$ cat config.mk
export PLATFORM = sky130hd
export DESIGN_NAME = discrete_event_packet_builder
export DESIGN_NICKNAME = d
export VERILOG_FILES = /design/src/rtl/discrete_packet_pkg.sv /design/src/rtl/discrete_event_packet_builder.sv
export VERILOG_INCLUDE_DIRS = /design/src /design/src/rtl
export SDC_FILE = /design/constraint.sdc
export NUM_CORES = 1
export LEC_CHECK = 0
export BUFFER_PORTS_ARGS = -buffer_cell sky130_fd_sc_hd__buf_2
export CORE_ASPECT_RATIO = 0.8
export CORE_MARGIN = 3
export CORE_UTILIZATION = 60
export CTS_CLUSTER_DIAMETER = 60
export DETAILED_ROUTE_END_ITERATION = 12
export GPL_TIMING_DRIVEN = 0
export PLACE_DENSITY = 0.8
export RECOVER_POWER = 100
export SLEW_MARGIN = 15
export SYNTH_ARGS = -nofsm -noshare
export SYNTH_HDL_FRONTEND = slang
export SYNTH_SLANG_ARGS = --single-unit
$ cat constraint.sdc
create_clock -name CLK -period 5.06 [get_ports CLK]
set_clock_uncertainty 0.1 [all_clocks]
set_input_delay 0 -clock CLK [delete_from_list [all_inputs] [get_ports CLK]]
set_output_delay 0 -clock CLK [all_outputs]
set_load 0.02 [all_outputs]
$ cat src/rtl/discrete_packet_defs.svh
// Register map, field positions and reset values of the discrete packet builder
`ifndef DISCRETE_PACKET_DEFS_SVH
`define DISCRETE_PACKET_DEFS_SVH
`define OFS_CTRL 4'h0
`define OFS_INTERVAL 4'h4
`define OFS_PER_PKT 4'h8
`define OFS_STATUS 4'hC
`define CTL_EN 8
`define CTL_ABS 9
`define CTL_FMT_LO 10
`define CTL_LEN_LO 3
`define CSW_RSV_LO 8
`define FLAG_ABS 6
`define FLAG_FMT_LO 2
`define DATA_FORMAT 4'h1
`define RST_INTERVAL 32'h0000_0028
`define RST_PER_PKT 16'h0001
`define STATE_BITS 32
`define TS_WORDS 2'h3
`endif

$ cat src/rtl/discrete_packet_pkg.sv
// Types of the discrete packet builder
package discrete_packet_pkg;
  typedef enum logic [3:0] {
    S_IDLE = 4'b0001,
    S_CSW = 4'b0010,
    S_TS = 4'b0100,
    S_ST = 4'b1000
  } fsm_e;
  typedef struct packed {
    logic [15:0] data;
    logic first;
    logic last;
  } word_s;
  typedef struct packed {
    logic en;
    logic abs;
    logic [1:0] fmt;
    logic [4:0] len;
    logic [1:0] mode;
  } ctrl_s;
  typedef struct packed {
    fsm_e fsm;
    logic [1:0] idx;
    logic [15:0] evt_cnt;
    logic [31:0] csw;
    logic [47:0] rtc;
    logic [31:0] tick;
    logic [31:0] last_raw;
    logic primed;
    logic pend;
    logic [63:0] pend_ts;
    logic [31:0] pend_st;
    logic [15:0] dropped;
    ctrl_s ctl;
    logic [31:0] interval;
    logic [15:0] per_pkt;
    logic ack;
    logic [31:0] rdata;
    logic ovalid;
    word_s oword;
  } core_s;
endpackage

$ cat src/rtl/discrete_event_packet_builder.sv
// Discrete event capture and packet body framer with Avalon-MM control
//
// How it works
// - Packets are always tagged format one
// - One to thirty-two input states per event
// - Word bits 31..8 reserved, driven zero
// - Bits 7..3 hold event width, zero=32
// - Bits 2..0 mode, bit 2 reserved
// - Mode bit0: on change or interval
// - Mode bit1: LSB or MSB state alignment
// - Each event carries states and time
// - LSB alignment: state word bit n is input n
// - Eight byte timestamp precedes each state word
// - Relative time: 48-bit counter, top zero
// - Absolute time when flag bit 6 set
// - Channel word emitted low half first
// - Timestamp then states, low halves first
// - Repeat N events, then mark last word
//
// The address map and the Avalon-MM slave port were chosen for this implementation.
`timescale 1ns/100ps
`include "discrete_packet_defs.svh"

module discrete_event_packet_builder #(
  parameter int N_IN = 32
) (
  input wire logic CLK, // 40 MHz clock
  input wire logic RSTN, // Async reset, low
  input wire logic [3:0] AV_ADDRESS, // Byte address
  input wire logic AV_READ, // Read request
  input wire logic AV_WRITE, // Write request
  input wire logic [31:0] AV_WRITEDATA, // Write data
  input wire logic [3:0] AV_BYTEENABLE, // Byte lanes
  output logic [31:0] AV_READDATA, // Read data
  output logic AV_WAITREQUEST, // Stall
  input wire logic [N_IN-1:0] DISC_IN, // Discrete inputs
  input wire logic [63:0] ABS_TIME, // Absolute time
  output logic [3:0] DATA_FORMAT, // Packet format
  output logic [7:0] PKT_FLAGS, // Time flags
  output discrete_packet_pkg::word_s OUT_WORD, // Body word
  output logic OUT_VALID, // Word valid
  input wire logic OUT_READY // Sink ready
);

  // Refuse widths the state word cannot hold
  if (N_IN < 1 || N_IN > `STATE_BITS) begin : g_bad_width
    $error("N_IN must be 1 to 32");
  end

  discrete_packet_pkg::core_s s_r;
  discrete_packet_pkg::core_s s_nxt;

  logic [31:0] raw;
  logic [31:0] sample;
  logic tick_fire;
  logic trig;
  logic load;
  logic [15:0] cnt_inc;
  logic [31:0] wmask;
  logic [31:0] rmux;
  logic rd_take;
  logic wr_take;

  // Width in bits; zero stands for 32
  function automatic logic [5:0] ev_bits(input logic [4:0] len);
    ev_bits = (len == 5'h0) ? 6'd32 : {1'b0, len};
  endfunction

  function automatic logic [31:0] len_mask(input logic [4:0] len);
    logic [32:0] m;
    m = (33'h1 << ev_bits(len)) - 33'h1;
    len_mask = m[31:0];
  endfunction

  // Place the captured bits at the low or high end
  function automatic logic [31:0] align(input logic [31:0] v, input logic [4:0] len, input logic msb);
    logic [5:0] sh;
    sh = 6'd32 - ev_bits(len);
    align = msb ? (v << sh) : v;
  endfunction

  function automatic logic [15:0] half(input logic [31:0] v, input logic hi);
    half = hi ? v[31:16] : v[15:0];
  endfunction

  // Byte lanes to a bit mask
  function automatic logic [31:0] lane_mask(input logic [3:0] be);
    logic [31:0] m;
    m = 32'h0000_0000;
    for (int i = 0; i < 4; i++) begin
      m[8*i +: 8] = {8{be[i]}};
    end
    lane_mask = m;
  endfunction

  // Readback image of the control register
  function automatic logic [31:0] ctrl_rd(input discrete_packet_pkg::ctrl_s c);
    logic [31:0] v;
    v = 32'h0000_0000;
    v[2:0] = {1'b0, c.mode};
    v[`CTL_LEN_LO +: 5] = c.len;
    v[`CTL_EN] = c.en;
    v[`CTL_ABS] = c.abs;
    v[`CTL_FMT_LO +: 2] = c.fmt;
    ctrl_rd = v;
  endfunction

  // Register image at a byte offset; unmapped offsets read zero
  function automatic logic [31:0] reg_rd(input logic [3:0] a, input discrete_packet_pkg::core_s s);
    logic [31:0] v;
    unique case (a)
      `OFS_CTRL: v = ctrl_rd(s.ctl);
      `OFS_INTERVAL: v = s.interval;
      `OFS_PER_PKT: v = {16'h0000, s.per_pkt};
      `OFS_STATUS: v = {s.dropped, 14'h0000, s.pend, !s.fsm[0]};
      default: v = 32'h0000_0000;
    endcase
    reg_rd = v;
  endfunction

  // Channel word: reserved top, width, reserved mode bit, mode
  function automatic logic [31:0] csw_of(input discrete_packet_pkg::ctrl_s c);
    logic [31:0] v;
    v = 32'h0000_0000;
    v[7:3] = c.len;
    v[2] = 1'b0;
    v[1:0] = c.mode;
    csw_of = v;
  endfunction

  // Timestamp of a capture: absolute time, or the free-running count
  function automatic logic [63:0] ts_of(input logic use_abs, input logic [63:0] abs_t, input logic [47:0] rtc);
    logic [63:0] v;
    if (use_abs) begin
      v = abs_t;
    end else begin
      v = {16'h0000, rtc};
    end
    ts_of = v;
  endfunction

  assign raw = 32'(DISC_IN);
  assign sample = raw & len_mask(s_r.ctl.len);
  assign tick_fire = s_r.ctl.mode[0] && (s_r.tick == 32'h0);
  assign load = !s_r.ovalid || OUT_READY;
  assign cnt_inc = s_r.evt_cnt + 16'h1;
  assign wmask = lane_mask(AV_BYTEENABLE);
  assign rmux = reg_rd(AV_ADDRESS, s_r);

  // Reads load on the stall cycle, writes land on the answer cycle
  assign rd_take = AV_READ && !s_r.ack;
  assign wr_take = AV_WRITE && s_r.ack;

  // Event trigger: interval tick, or first sample or change after enable
  always_comb begin
    if (!s_r.ctl.en) begin
      trig = 1'b0;
    end else if (s_r.ctl.mode[0]) begin
      trig = tick_fire;
    end else begin
      trig = !s_r.primed || (sample != s_r.last_raw);
    end
  end

  always_comb begin
    logic [31:0] wv;
    logic [31:0] cur;
    wv = 32'h0;
    cur = 32'h0;
    s_nxt = s_r;
    s_nxt.ack = (AV_READ || AV_WRITE) && !s_r.ack;
    s_nxt.rtc = s_r.rtc + 48'h1;
    if (rd_take) begin
      s_nxt.rdata = rmux;
    end
    if (wr_take) begin
      cur = rmux;
      wv = (AV_WRITEDATA & wmask) | (cur & ~wmask);
      unique case (AV_ADDRESS)
        `OFS_CTRL: begin
          s_nxt.ctl.mode = {wv[1], wv[0]};
          s_nxt.ctl.len = wv[`CTL_LEN_LO +: 5];
          s_nxt.ctl.en = wv[`CTL_EN];
          s_nxt.ctl.abs = wv[`CTL_ABS];
          s_nxt.ctl.fmt = wv[`CTL_FMT_LO +: 2];
        end
        `OFS_INTERVAL: s_nxt.interval = wv;
        `OFS_PER_PKT: s_nxt.per_pkt = wv[15:0];
        `OFS_STATUS: s_nxt.dropped = 16'h0;
        default: s_nxt.interval = s_r.interval;
      endcase
    end
    // Interval timer
    if (!s_r.ctl.en || !s_r.ctl.mode[0]) begin
      s_nxt.tick = 32'h0;
    end else if (tick_fire) begin
      s_nxt.tick = (s_r.interval == 32'h0) ? 32'h0 : s_r.interval - 32'h1;
    end else begin
      s_nxt.tick = s_r.tick - 32'h1;
    end
    if (!s_r.ctl.en) begin
      s_nxt.primed = 1'b0;
    end
    // Output word register
    if (s_r.ovalid && OUT_READY) begin
      s_nxt.ovalid = 1'b0;
    end
    unique case (s_r.fsm)
      discrete_packet_pkg::S_IDLE: begin
        if (s_r.pend) begin
          s_nxt.csw = csw_of(s_r.ctl);
          s_nxt.fsm = discrete_packet_pkg::S_CSW;
          s_nxt.idx = 2'h0;
          s_nxt.evt_cnt = 16'h0;
        end
      end
      discrete_packet_pkg::S_CSW: begin
        if (load) begin
          s_nxt.ovalid = 1'b1;
          s_nxt.oword.data = half(s_r.csw, s_r.idx[0]);
          s_nxt.oword.first = !s_r.idx[0];
          s_nxt.oword.last = 1'b0;
          s_nxt.idx = s_r.idx + 2'h1;
          if (s_r.idx[0]) begin
            s_nxt.fsm = discrete_packet_pkg::S_TS;
            s_nxt.idx = 2'h0;
          end
        end
      end
      discrete_packet_pkg::S_TS: begin
        if (load && s_r.pend) begin
          s_nxt.ovalid = 1'b1;
          s_nxt.oword.data = s_r.pend_ts[{s_r.idx, 4'h0} +: 16];
          s_nxt.oword.first = 1'b0;
          s_nxt.oword.last = 1'b0;
          s_nxt.idx = s_r.idx + 2'h1;
          if (s_r.idx == `TS_WORDS) begin
            s_nxt.fsm = discrete_packet_pkg::S_ST;
            s_nxt.idx = 2'h0;
          end
        end
      end
      discrete_packet_pkg::S_ST: begin
        if (load) begin
          s_nxt.ovalid = 1'b1;
          s_nxt.oword.data = half(s_r.pend_st, s_r.idx[0]);
          s_nxt.oword.first = 1'b0;
          s_nxt.oword.last = 1'b0;
          s_nxt.idx = s_r.idx + 2'h1;
          if (s_r.idx[0]) begin
            s_nxt.pend = 1'b0;
            s_nxt.evt_cnt = cnt_inc;
            s_nxt.idx = 2'h0;
            s_nxt.fsm = discrete_packet_pkg::S_TS;
            if (cnt_inc >= s_r.per_pkt) begin
              s_nxt.oword.last = 1'b1;
              s_nxt.fsm = discrete_packet_pkg::S_IDLE;
            end
          end
        end
      end
    endcase
    // Capture after the emitter so a freed slot is reused at once
    if (trig) begin
      s_nxt.primed = 1'b1;
      s_nxt.last_raw = sample;
      if (!s_nxt.pend) begin
        s_nxt.pend = 1'b1;
        s_nxt.pend_st = align(sample, s_r.ctl.len, s_r.ctl.mode[1]);
        s_nxt.pend_ts = ts_of(s_r.ctl.abs, ABS_TIME, s_r.rtc);
      end else if (s_r.dropped != 16'hFFFF) begin
        s_nxt.dropped = s_r.dropped + 16'h1;
      end
    end
  end

  always_ff @(posedge CLK or negedge RSTN) begin
    if (!RSTN) begin
      s_r <= '0;
      s_r.fsm <= discrete_packet_pkg::S_IDLE;
      s_r.interval <= `RST_INTERVAL;
      s_r.per_pkt <= `RST_PER_PKT;
    end else begin
      s_r <= s_nxt;
    end
  end

  assign AV_WAITREQUEST = (AV_READ || AV_WRITE) && !s_r.ack;
  assign AV_READDATA = s_r.rdata;
  assign DATA_FORMAT = `DATA_FORMAT;
  // Time flags follow the control register
  always_comb begin
    PKT_FLAGS = 8'h00;
    PKT_FLAGS[`FLAG_ABS] = s_r.ctl.abs;
    PKT_FLAGS[`FLAG_FMT_LO +: 2] = s_r.ctl.fmt;
  end
  assign OUT_WORD = s_r.oword;
  assign OUT_VALID = s_r.ovalid;

endmodule // discrete_event_packet_builder

==> impl_metrics.env, run 1 <==
export IMPL_run_status="complete, but fails checks"
export IMPL_violations="max-capacitance violations, max-slew violations"
export IMPL_cap_violations=2
export IMPL_regArea_um2=9170
export IMPL_io_buffers=191
export IMPL_synth_xor_area_share_pct=5.09
export IMPL_critPathKind="reg2reg"
export IMPL_area_delta_synth_final_pct=21.1
export IMPL_yosys_area_top_type="dfrtp_1"
export IMPL_p_leak_nw=12.6
export IMPL_dr_total_vias=23300
export IMPL_die_h_um=181
export IMPL_finalNetCount=3039
export IMPL_worst_slack_ns=0.0890
export IMPL_grt_usage_pct=44.6
export IMPL_synthMuxAreaShare_pct=14.5
export IMPL_routedWlPerCell_um=27.2
export IMPL_min_period_ns=4.97
export IMPL_switching_share_pct=43.0
export IMPL_post_route_period_util_pct=98.2
export IMPL_cts_buffer_depth=3
export IMPL_slew_headroom_pct=-48.6
export IMPL_finalSetupViolations=0
export IMPL_crit_path_max_fanout=19
export IMPL_grt_ovfl_total=0
export IMPL_io_pins=205
export IMPL_synthAdderAreaFrac_pct=1.63
export IMPL_postRouteAntennaNets=0
export IMPL_p_comb_share_pct=44.8
export IMPL_rows=63
export IMPL_worst_pin_slew_ns=2.23
export IMPL_hpwl_um=61200
export IMPL_fillCellCount=2431
export IMPL_synth_edf_count=0
export IMPL_yosysTopAreaCellShare_pct=39.3
export IMPL_drtIter0Drc=3528
export IMPL_syn_inst=2463
export IMPL_drc_errors=0
export IMPL_yosys_warnings=0
export IMPL_synth_area_top_cells="dfrtp_1, mux2_2, nand2_1"
export IMPL_startpoint_type="flip-flop"
export IMPL_ys_seq_area_share_pct=39.8
export IMPL_power_switching_mw=5.35
export IMPL_fmax_mhz=201
export IMPL_clkPwrFrac_pct=23.6
export IMPL_drt_pass1_iterations=8
export IMPL_grt_pass1_wl_um=140000
export IMPL_p_seq_share_pct=31.6
export IMPL_hold_class="in2reg"
export IMPL_antenna_found_initial=4
export IMPL_cts_clk_slew_worst_paths_ns=0.07
export IMPL_cts_tree="built"
export IMPL_pwr_density_cell_nw_per_um2=446
export IMPL_cts_root_buf="clkbuf_16"
export IMPL_maxSlewViolCount=176
export IMPL_grt_pass1_vias=23400
export IMPL_clock_latency_ns=0.57
export IMPL_ctsHtreeMaxLevel=2
export IMPL_grt_max_degree=96
export IMPL_multi_input_area_um2=12800
export IMPL_gp_congestion=1.02
export IMPL_ys_async_sr_fraction_pct=100
export IMPL_cp_required_ns=5.41
export IMPL_drive_gt1_share_pct=20.2
export IMPL_viasPerCell=6.88
export IMPL_hold_viol_final=0
export IMPL_synth_distinct_cells=93
export IMPL_irDropWorstVdd_v=0.000309
export IMPL_endpoint_kind="flip-flop"
export IMPL_p_total_mw=12.4
export IMPL_synthSimpleGateAreaFrac_pct=16.8
export IMPL_cts_num_sinks=366
export IMPL_synth_top_family_by_area="simple AND/OR/NAND/NOR gates"
export IMPL_syn_area_per_cell_um2=9.35
export IMPL_die_area_um2=40800
export IMPL_start_util_pct=61.5
export IMPL_synth_compound_area_share_pct=16.0
export IMPL_numCtsBuffers=40
export IMPL_synth_top_cells_by_count="dfrtp_1, nand2_1, o21ai_0"
export IMPL_cp_data_arrival_time_ns=5.32
export IMPL_die_x_um=225
export IMPL_core_um2=37400
export IMPL_synthFlopType="dfrtp_1"
export IMPL_internal_power_mw=7.09
export IMPL_post_place_ws_ns=-1.94
export IMPL_syn_area_um2=23000
export IMPL_synth_most_common_cell="dfrtp_1"
export IMPL_drt_wl_total_um=92100
export IMPL_ys_ff_latch=366
==> power by group through the flow <==
stage               combinational (mW)  clock, mW  sequential, mW
floorplan                         3.39          0            3.74
global placement                  4.90          0            3.86
detailed placement                4.95          0            3.89
CTS                               5.24       2.88            3.85
global route                      5.87       3.04            3.95
finish                            5.58       2.94            3.92
==> layout make-up <==
class / instances / area share (%)
Multi-Input combinational cell: 1805 / 46.0
Sequential cell: 366 / 32.9
Inverter: 89 / 1.22
Clock inverter: 10 / 0.291
Antenna cell: 2 / 0.0179
Buffer: 206 / 4.04
Timing Repair Buffer: 360 / 9.24
Clock buffer: 59 / 4.17
Tap cell: 487 / 2.18
==> path summary, 6_finish.rpt <==
kind	startpoint	to	slack, ns	depth (start not counted)
setup / recovery	s_r[104]	s_r[200]	0.09	18
hold / removal	DISC_IN[18]	s_r[243]	0.02	4
setup reg to reg	s_r[104]	s_r[200]	0.09	18
hold reg to reg	AV_READDATA[22]	AV_READDATA[22]	0.39	2
max in group asynchronous	RSTN	PKT_FLAGS[3]	0.75	4
min in group asynchronous	RSTN	s_r[92]	1.11	3
==> layout by cell type (no fill, tap or decap), types with 9 or more instances in the layout <==
| master | n |
|---|---|
| xnor2_1 | 76 |
| a2111oi_0 | 10 |
| o21ai_0 | 158 |
| nand3_1 | 63 |
| a22o_1 | 18 |
| a222oi_1 | 9 |
| conb_1 | 10 |
| nor2_1 | 160 |
| nand2_1 | 306 |
| o221ai_1 | 11 |
| a21o_1 | 21 |
| ha_1 | 27 |
| dfrtp_1 | 359 |
| inv_1 | 86 |
| and3_1 | 24 |
| a31oi_1 | 13 |
| nor2b_1 | 18 |
| o31ai_1 | 11 |
| mux4_2 | 22 |
| buf_2 | 149 |
| a22oi_1 | 32 |
| a221o_1 | 19 |
| or2_2 | 9 |
| clkbuf_16 | 41 |
| nand2b_1 | 37 |
| nand4_1 | 24 |
| o2111ai_1 | 9 |
| a21oi_1 | 82 |
| nor4_1 | 22 |
| o22ai_1 | 26 |
| dlygate4sd3_1 | 151 |
| xor2_1 | 58 |
| mux2_2 | 151 |
| clkbuf_1 | 171 |
| mux2_4 | 21 |
| nor3_1 | 70 |
| mux2i_1 | 78 |
| or3_1 | 12 |
| buf_4 | 83 |
==> cell families after synthesis <==
logic type      Yosys count
other cells               2
mux                     276
compound gates          541
simple gates            814
flops                   366
xor+xnor                134
fa+ha+maj                30
buf+inv                 300
==> flip-flops by register name, indices dropped and copies added (netlist names) <==
signal / count
OUT_WORD: 18
s_r: 312
PKT_FLAGS: 3
OUT_VALID: 1
AV_READDATA: 32
==> stage by stage <==
step                area (µm²)  instances   TNS, ns  hold slack (ns)  util (%)
CTS                      27800       3378         0         0.000912      74.3
global route             27900       3384   -0.0480           0.0180      74.5
global placement         24600       3149  -1339.31            0.154      65.8
finish                   27900       3384         0           0.0186      74.5
floorplan                23100       2471         0           -0.396         -
detailed placement       24700       3153   -188.73          -0.0358      66.1
==> per-layer routing <==
layer | GRT usage [%] | up-vias | share of wire [%]
li1 | - | 9637 | -
met1 | 56.8 | 11200 | 36
met2 | 69.2 | 1931 | 44
met3 | 11.2 | 533 | 12
met4 | 26.3 | 4 | 7.2
met5 | 0 | - | 0.045
==> critical path, stage by stage (launching register included) <==
cell and delay [ns]:
dfrtp_2 0.48, buf_6 0.19, buf_4 0.19, buf_4 0.21, clkbuf_1 0.14, ha_4 0.21, or3_4 0.36, o21ai_2 0.14
a21oi_1 0.13, or4b_4 0.57, a2111oi_4 0.30, nand4_1 0.23, nor4_2 0.40, nand4_1 0.22, nand3_4 0.22, a21oi_4 0.08
buf_6 0.18, buf_6 0.16, mux2_4 0.33
==> repair_timing <==
| action | in CTS | in global routing |
|---|---|---|
| setup endpoints to repair | 140 | 140 |
| pin swaps | 9 | 10 |
| hold endpoints to repair | 369 | 1 |
| hold buffers | 150 | 1 |
| buffers inserted | 9 | 5 |
| resized for setup | 61 | 43 |
No activity file was read; power rests on OpenSTA's default activity.
==> run 2, diff against run 1 <==
--- a/config.mk
+++ b/config.mk
@@ -7,13 +7,15 @@
 export NUM_CORES = 1
 export LEC_CHECK = 0
 export BUFFER_PORTS_ARGS = -buffer_cell sky130_fd_sc_hd__buf_2
-export CORE_ASPECT_RATIO = 0.8
+export CELL_PAD_IN_SITES_DETAIL_PLACEMENT = 1
+export CELL_PAD_IN_SITES_GLOBAL_PLACEMENT = 1
+export CORE_ASPECT_RATIO = 1.2
 export CORE_MARGIN = 3
-export CORE_UTILIZATION = 60
+export CORE_UTILIZATION = 47
 export CTS_CLUSTER_DIAMETER = 60
 export DETAILED_ROUTE_END_ITERATION = 12
 export GPL_TIMING_DRIVEN = 0
-export PLACE_DENSITY = 0.8
+export PLACE_DENSITY_LB_ADDON = 0.1
 export RECOVER_POWER = 100
 export SLEW_MARGIN = 15
 export SYNTH_ARGS = -nofsm -noshare
==> run 2 against run 1 <==
  * The flow still finishes with violations (max-capacitance violations, max-slew violations)
  * Combinational power grew 7.5%
  * Utilization shrank 15 points
  * First-iteration DRC count decreased by 49%
  * Cell area up 3.4%
  * Flip-flop and latch count unchanged
  * Total power grew 9.1%
  * Global-route usage fell by 4.3 points
==> impl_metrics.env, run 2 (synthesis results as in run 1) <==
export IMPL_run_status="complete, but fails checks"
export IMPL_violations="max-capacitance violations, max-slew violations"
export IMPL_largest_register_ffs=312
export IMPL_worst_r2r_endpoint="s_r[143]"
export IMPL_gp_congestion=0.982
export IMPL_p_seq_share_pct=29.3
export IMPL_critPathKind="reg2reg"
export IMPL_final_cell_area_um2=28900
export IMPL_grt_ovfl_total=0
export IMPL_worst_slack_ns=0.0558
export IMPL_grt_pass1_wl_um=161000
export IMPL_met2_length_um=54600
export IMPL_place_area_um2=24900
export IMPL_finalNetCount=3067
export IMPL_whs_path_depth=5
export IMPL_post_route_period_util_pct=98.9
export IMPL_wl_met3_um=7050
export IMPL_finalSetupViolations=0
export IMPL_p_leak_nw=12.9
export IMPL_cts_clk_slew_worst_paths_ns=0.07
export IMPL_core_um2=48200
export IMPL_hpwl_um=71000
export IMPL_endpoint_kind="flip-flop"
export IMPL_worstRegToRegCells=17
export IMPL_irDropWorstVdd_v=0.000289
export IMPL_grt_setup_unrepaired="no"
export IMPL_drc_errors=0
export IMPL_start_util_pct=47.8
export IMPL_hold_class="in2reg"
export IMPL_wl_met1_um=38400
export IMPL_min_period_ns=5.00
export IMPL_drtIter0Drc=1797
export IMPL_crit_path_max_fanout=10
export IMPL_fmax_mhz=200
export IMPL_die_h_um=249
export IMPL_hold_viol_final=0
export IMPL_drt_pass1_iterations=6
export IMPL_cp_required_ns=5.51
export IMPL_dr_total_vias=23100
export IMPL_drt_wl_total_um=108000
export IMPL_post_place_ws_ns=-1.82
export IMPL_cts_root_buf="clkbuf_16"
export IMPL_die_area_um2=51700
export IMPL_io_pins=205
export IMPL_slew_headroom_pct=-161
export IMPL_cts_num_sinks=366
export IMPL_grt_usage_pct=40.3
export IMPL_startpoint_type="flip-flop"
export IMPL_internal_power_mw=7.67
export IMPL_maxSlewViolCount=114
export IMPL_endpoint="s_r[143]"
export IMPL_cap_violations=2
export IMPL_power_switching_mw=5.90
export IMPL_antenna_found_initial=4
export IMPL_crit_start="s_r[104]"
export IMPL_postRouteAntennaNets=0
export IMPL_grt_max_degree=100
export IMPL_largest_register="s_r"
export IMPL_ctsHtreeMaxLevel=2
export IMPL_routedWlPerCell_um=30.2
export IMPL_clkPwrFrac_pct=26.5
export IMPL_final_cell_mix="dfrtp_1, nand2_1, clkbuf_1, o21ai_0, dlygate4sd3_1"
export IMPL_clock_latency_ns=0.61
export IMPL_drive_gt1_share_pct=21.6
export IMPL_cts_tree="built"
export IMPL_r2r_setup_slack_ns=0.06
export IMPL_grt_pass1_vias=25100
export IMPL_layout_commonest_cell="dfrtp_1"
export IMPL_viasPerCell=6.48
export IMPL_io_buffers=191
export IMPL_area_delta_synth_final_pct=25.3
export IMPL_numCtsBuffers=44
export IMPL_worst_pin_slew_ns=3.92
export IMPL_cts_buffer_depth=3
export IMPL_die_x_um=208
export IMPL_pwr_density_cell_nw_per_um2=470
export IMPL_cp_data_arrival_time_ns=5.46
export IMPL_top_layer="met4"
export IMPL_switching_share_pct=43.5
export IMPL_rr_startpoint="s_r[104]"
export IMPL_p_comb_share_pct=44.2
export IMPL_rows=88
[run 2: changes by cell type in the layout (fill, tap and decap cells not counted), moves of 4 or more]
cell           previous run  this run
o21ai_4                   0         4
inv_6                     4         0
clkinv_2                  3         8
clkbuf_1                171       159
dlygate4sd3_1           151       159
bufinv_16                 0         7
buf_2                   149       158
nor4_2                    4         0
buf_4                    83        87
o21ai_2                   7         3
[run 2: timing repair]
action / in CTS / in global routing
pin swaps: 11 / 19
setup endpoints to repair: 140 / 140
cloned: 1 / 0
hold endpoints to repair: 265 / 2
gates resized for setup: 85 / 51
hold buffers: 158 / 2
setup buffers: 14 / 12
[run 2: worst min-delay path by stage]
stage	start	endpoint	slack, ns
after CTS	AV_BYTEENABLE[3]	s_r[96]	0.002
after floorplan	RSTN	AV_READDATA[0]	-0.40
final	DISC_IN[6]	s_r[231]	0.03
after detailed placement	RSTN	AV_READDATA[18]	-0.20
after global placement	ABS_TIME[58]	s_r[217]	0.16
after global routing	DISC_IN[23]	s_r[248]	0.03
[run 2: cell type report]
cell class | count | area [µm²]
fillers | 5402 | 19400
inverters | 89 | 339
diodes | 4 | 10.0
repair buffers | 382 | 2790
clock inverters | 26 | 392
clock buffers | 56 | 1210
multi-input cells | 1806 | 13000
plain buffers | 207 | 1150
flip-flops and latches | 366 | 9170
well taps | 630 | 788
[run 2: per-layer routing]
layer	track usage [%]	vias up
li1	-	9688
met1	45.7	11700
met2	71.6	1255
met3	6.27	412
met4	23.5	0
met5	0	-
[run 2: through the flow]
| stage | instances | hold WS, ns | util, % | setup TNS, ns | power, mW |
|---|---|---|---|---|---|
| floorplan | 2471 | -0.396 | - | 0 | 7.13 |
| global placement | 3292 | 0.161 | 51.4 | -1383.86 | 8.90 |
| detailed placement | 3297 | -0.198 | 51.7 | -203.20 | 9.05 |
| CTS | 3550 | 0.00196 | 59.3 | 0 | 13.0 |
| global route | 3564 | 0.0264 | 59.8 | 0 | 14.0 |
| finish | 3566 | 0.0252 | 59.8 | 0 | 13.6 |
[run 2: worst max-delay path, cell delays in order, from the launching register on]
cell and delay, ns:
dfrtp_2 0.42, buf_4 0.18, buf_4 0.18, buf_6 0.16, buf_8 0.17, ha_4 0.22, nor4_4 0.36, buf_4 0.22
a211oi_1 0.05, nor3_1 0.50, o2bb2ai_1 0.19, nand2_1 0.31, mux2_2 0.39, mux4_2 0.55, nor2_1 0.14, a21oi_1 0.06
o21ai_0 0.47, mux2_2 0.28
[run 2: power by group through the flow]
stage	Combinational [mW]	Clock, mW	Sequential [mW]
final	6.00	3.60	3.98
after global routing	6.30	3.73	4.00
after CTS	5.54	3.56	3.89
after detailed placement	5.14	0	3.92
after global placement	5.04	0	3.87
after floorplan	3.39	0	3.74
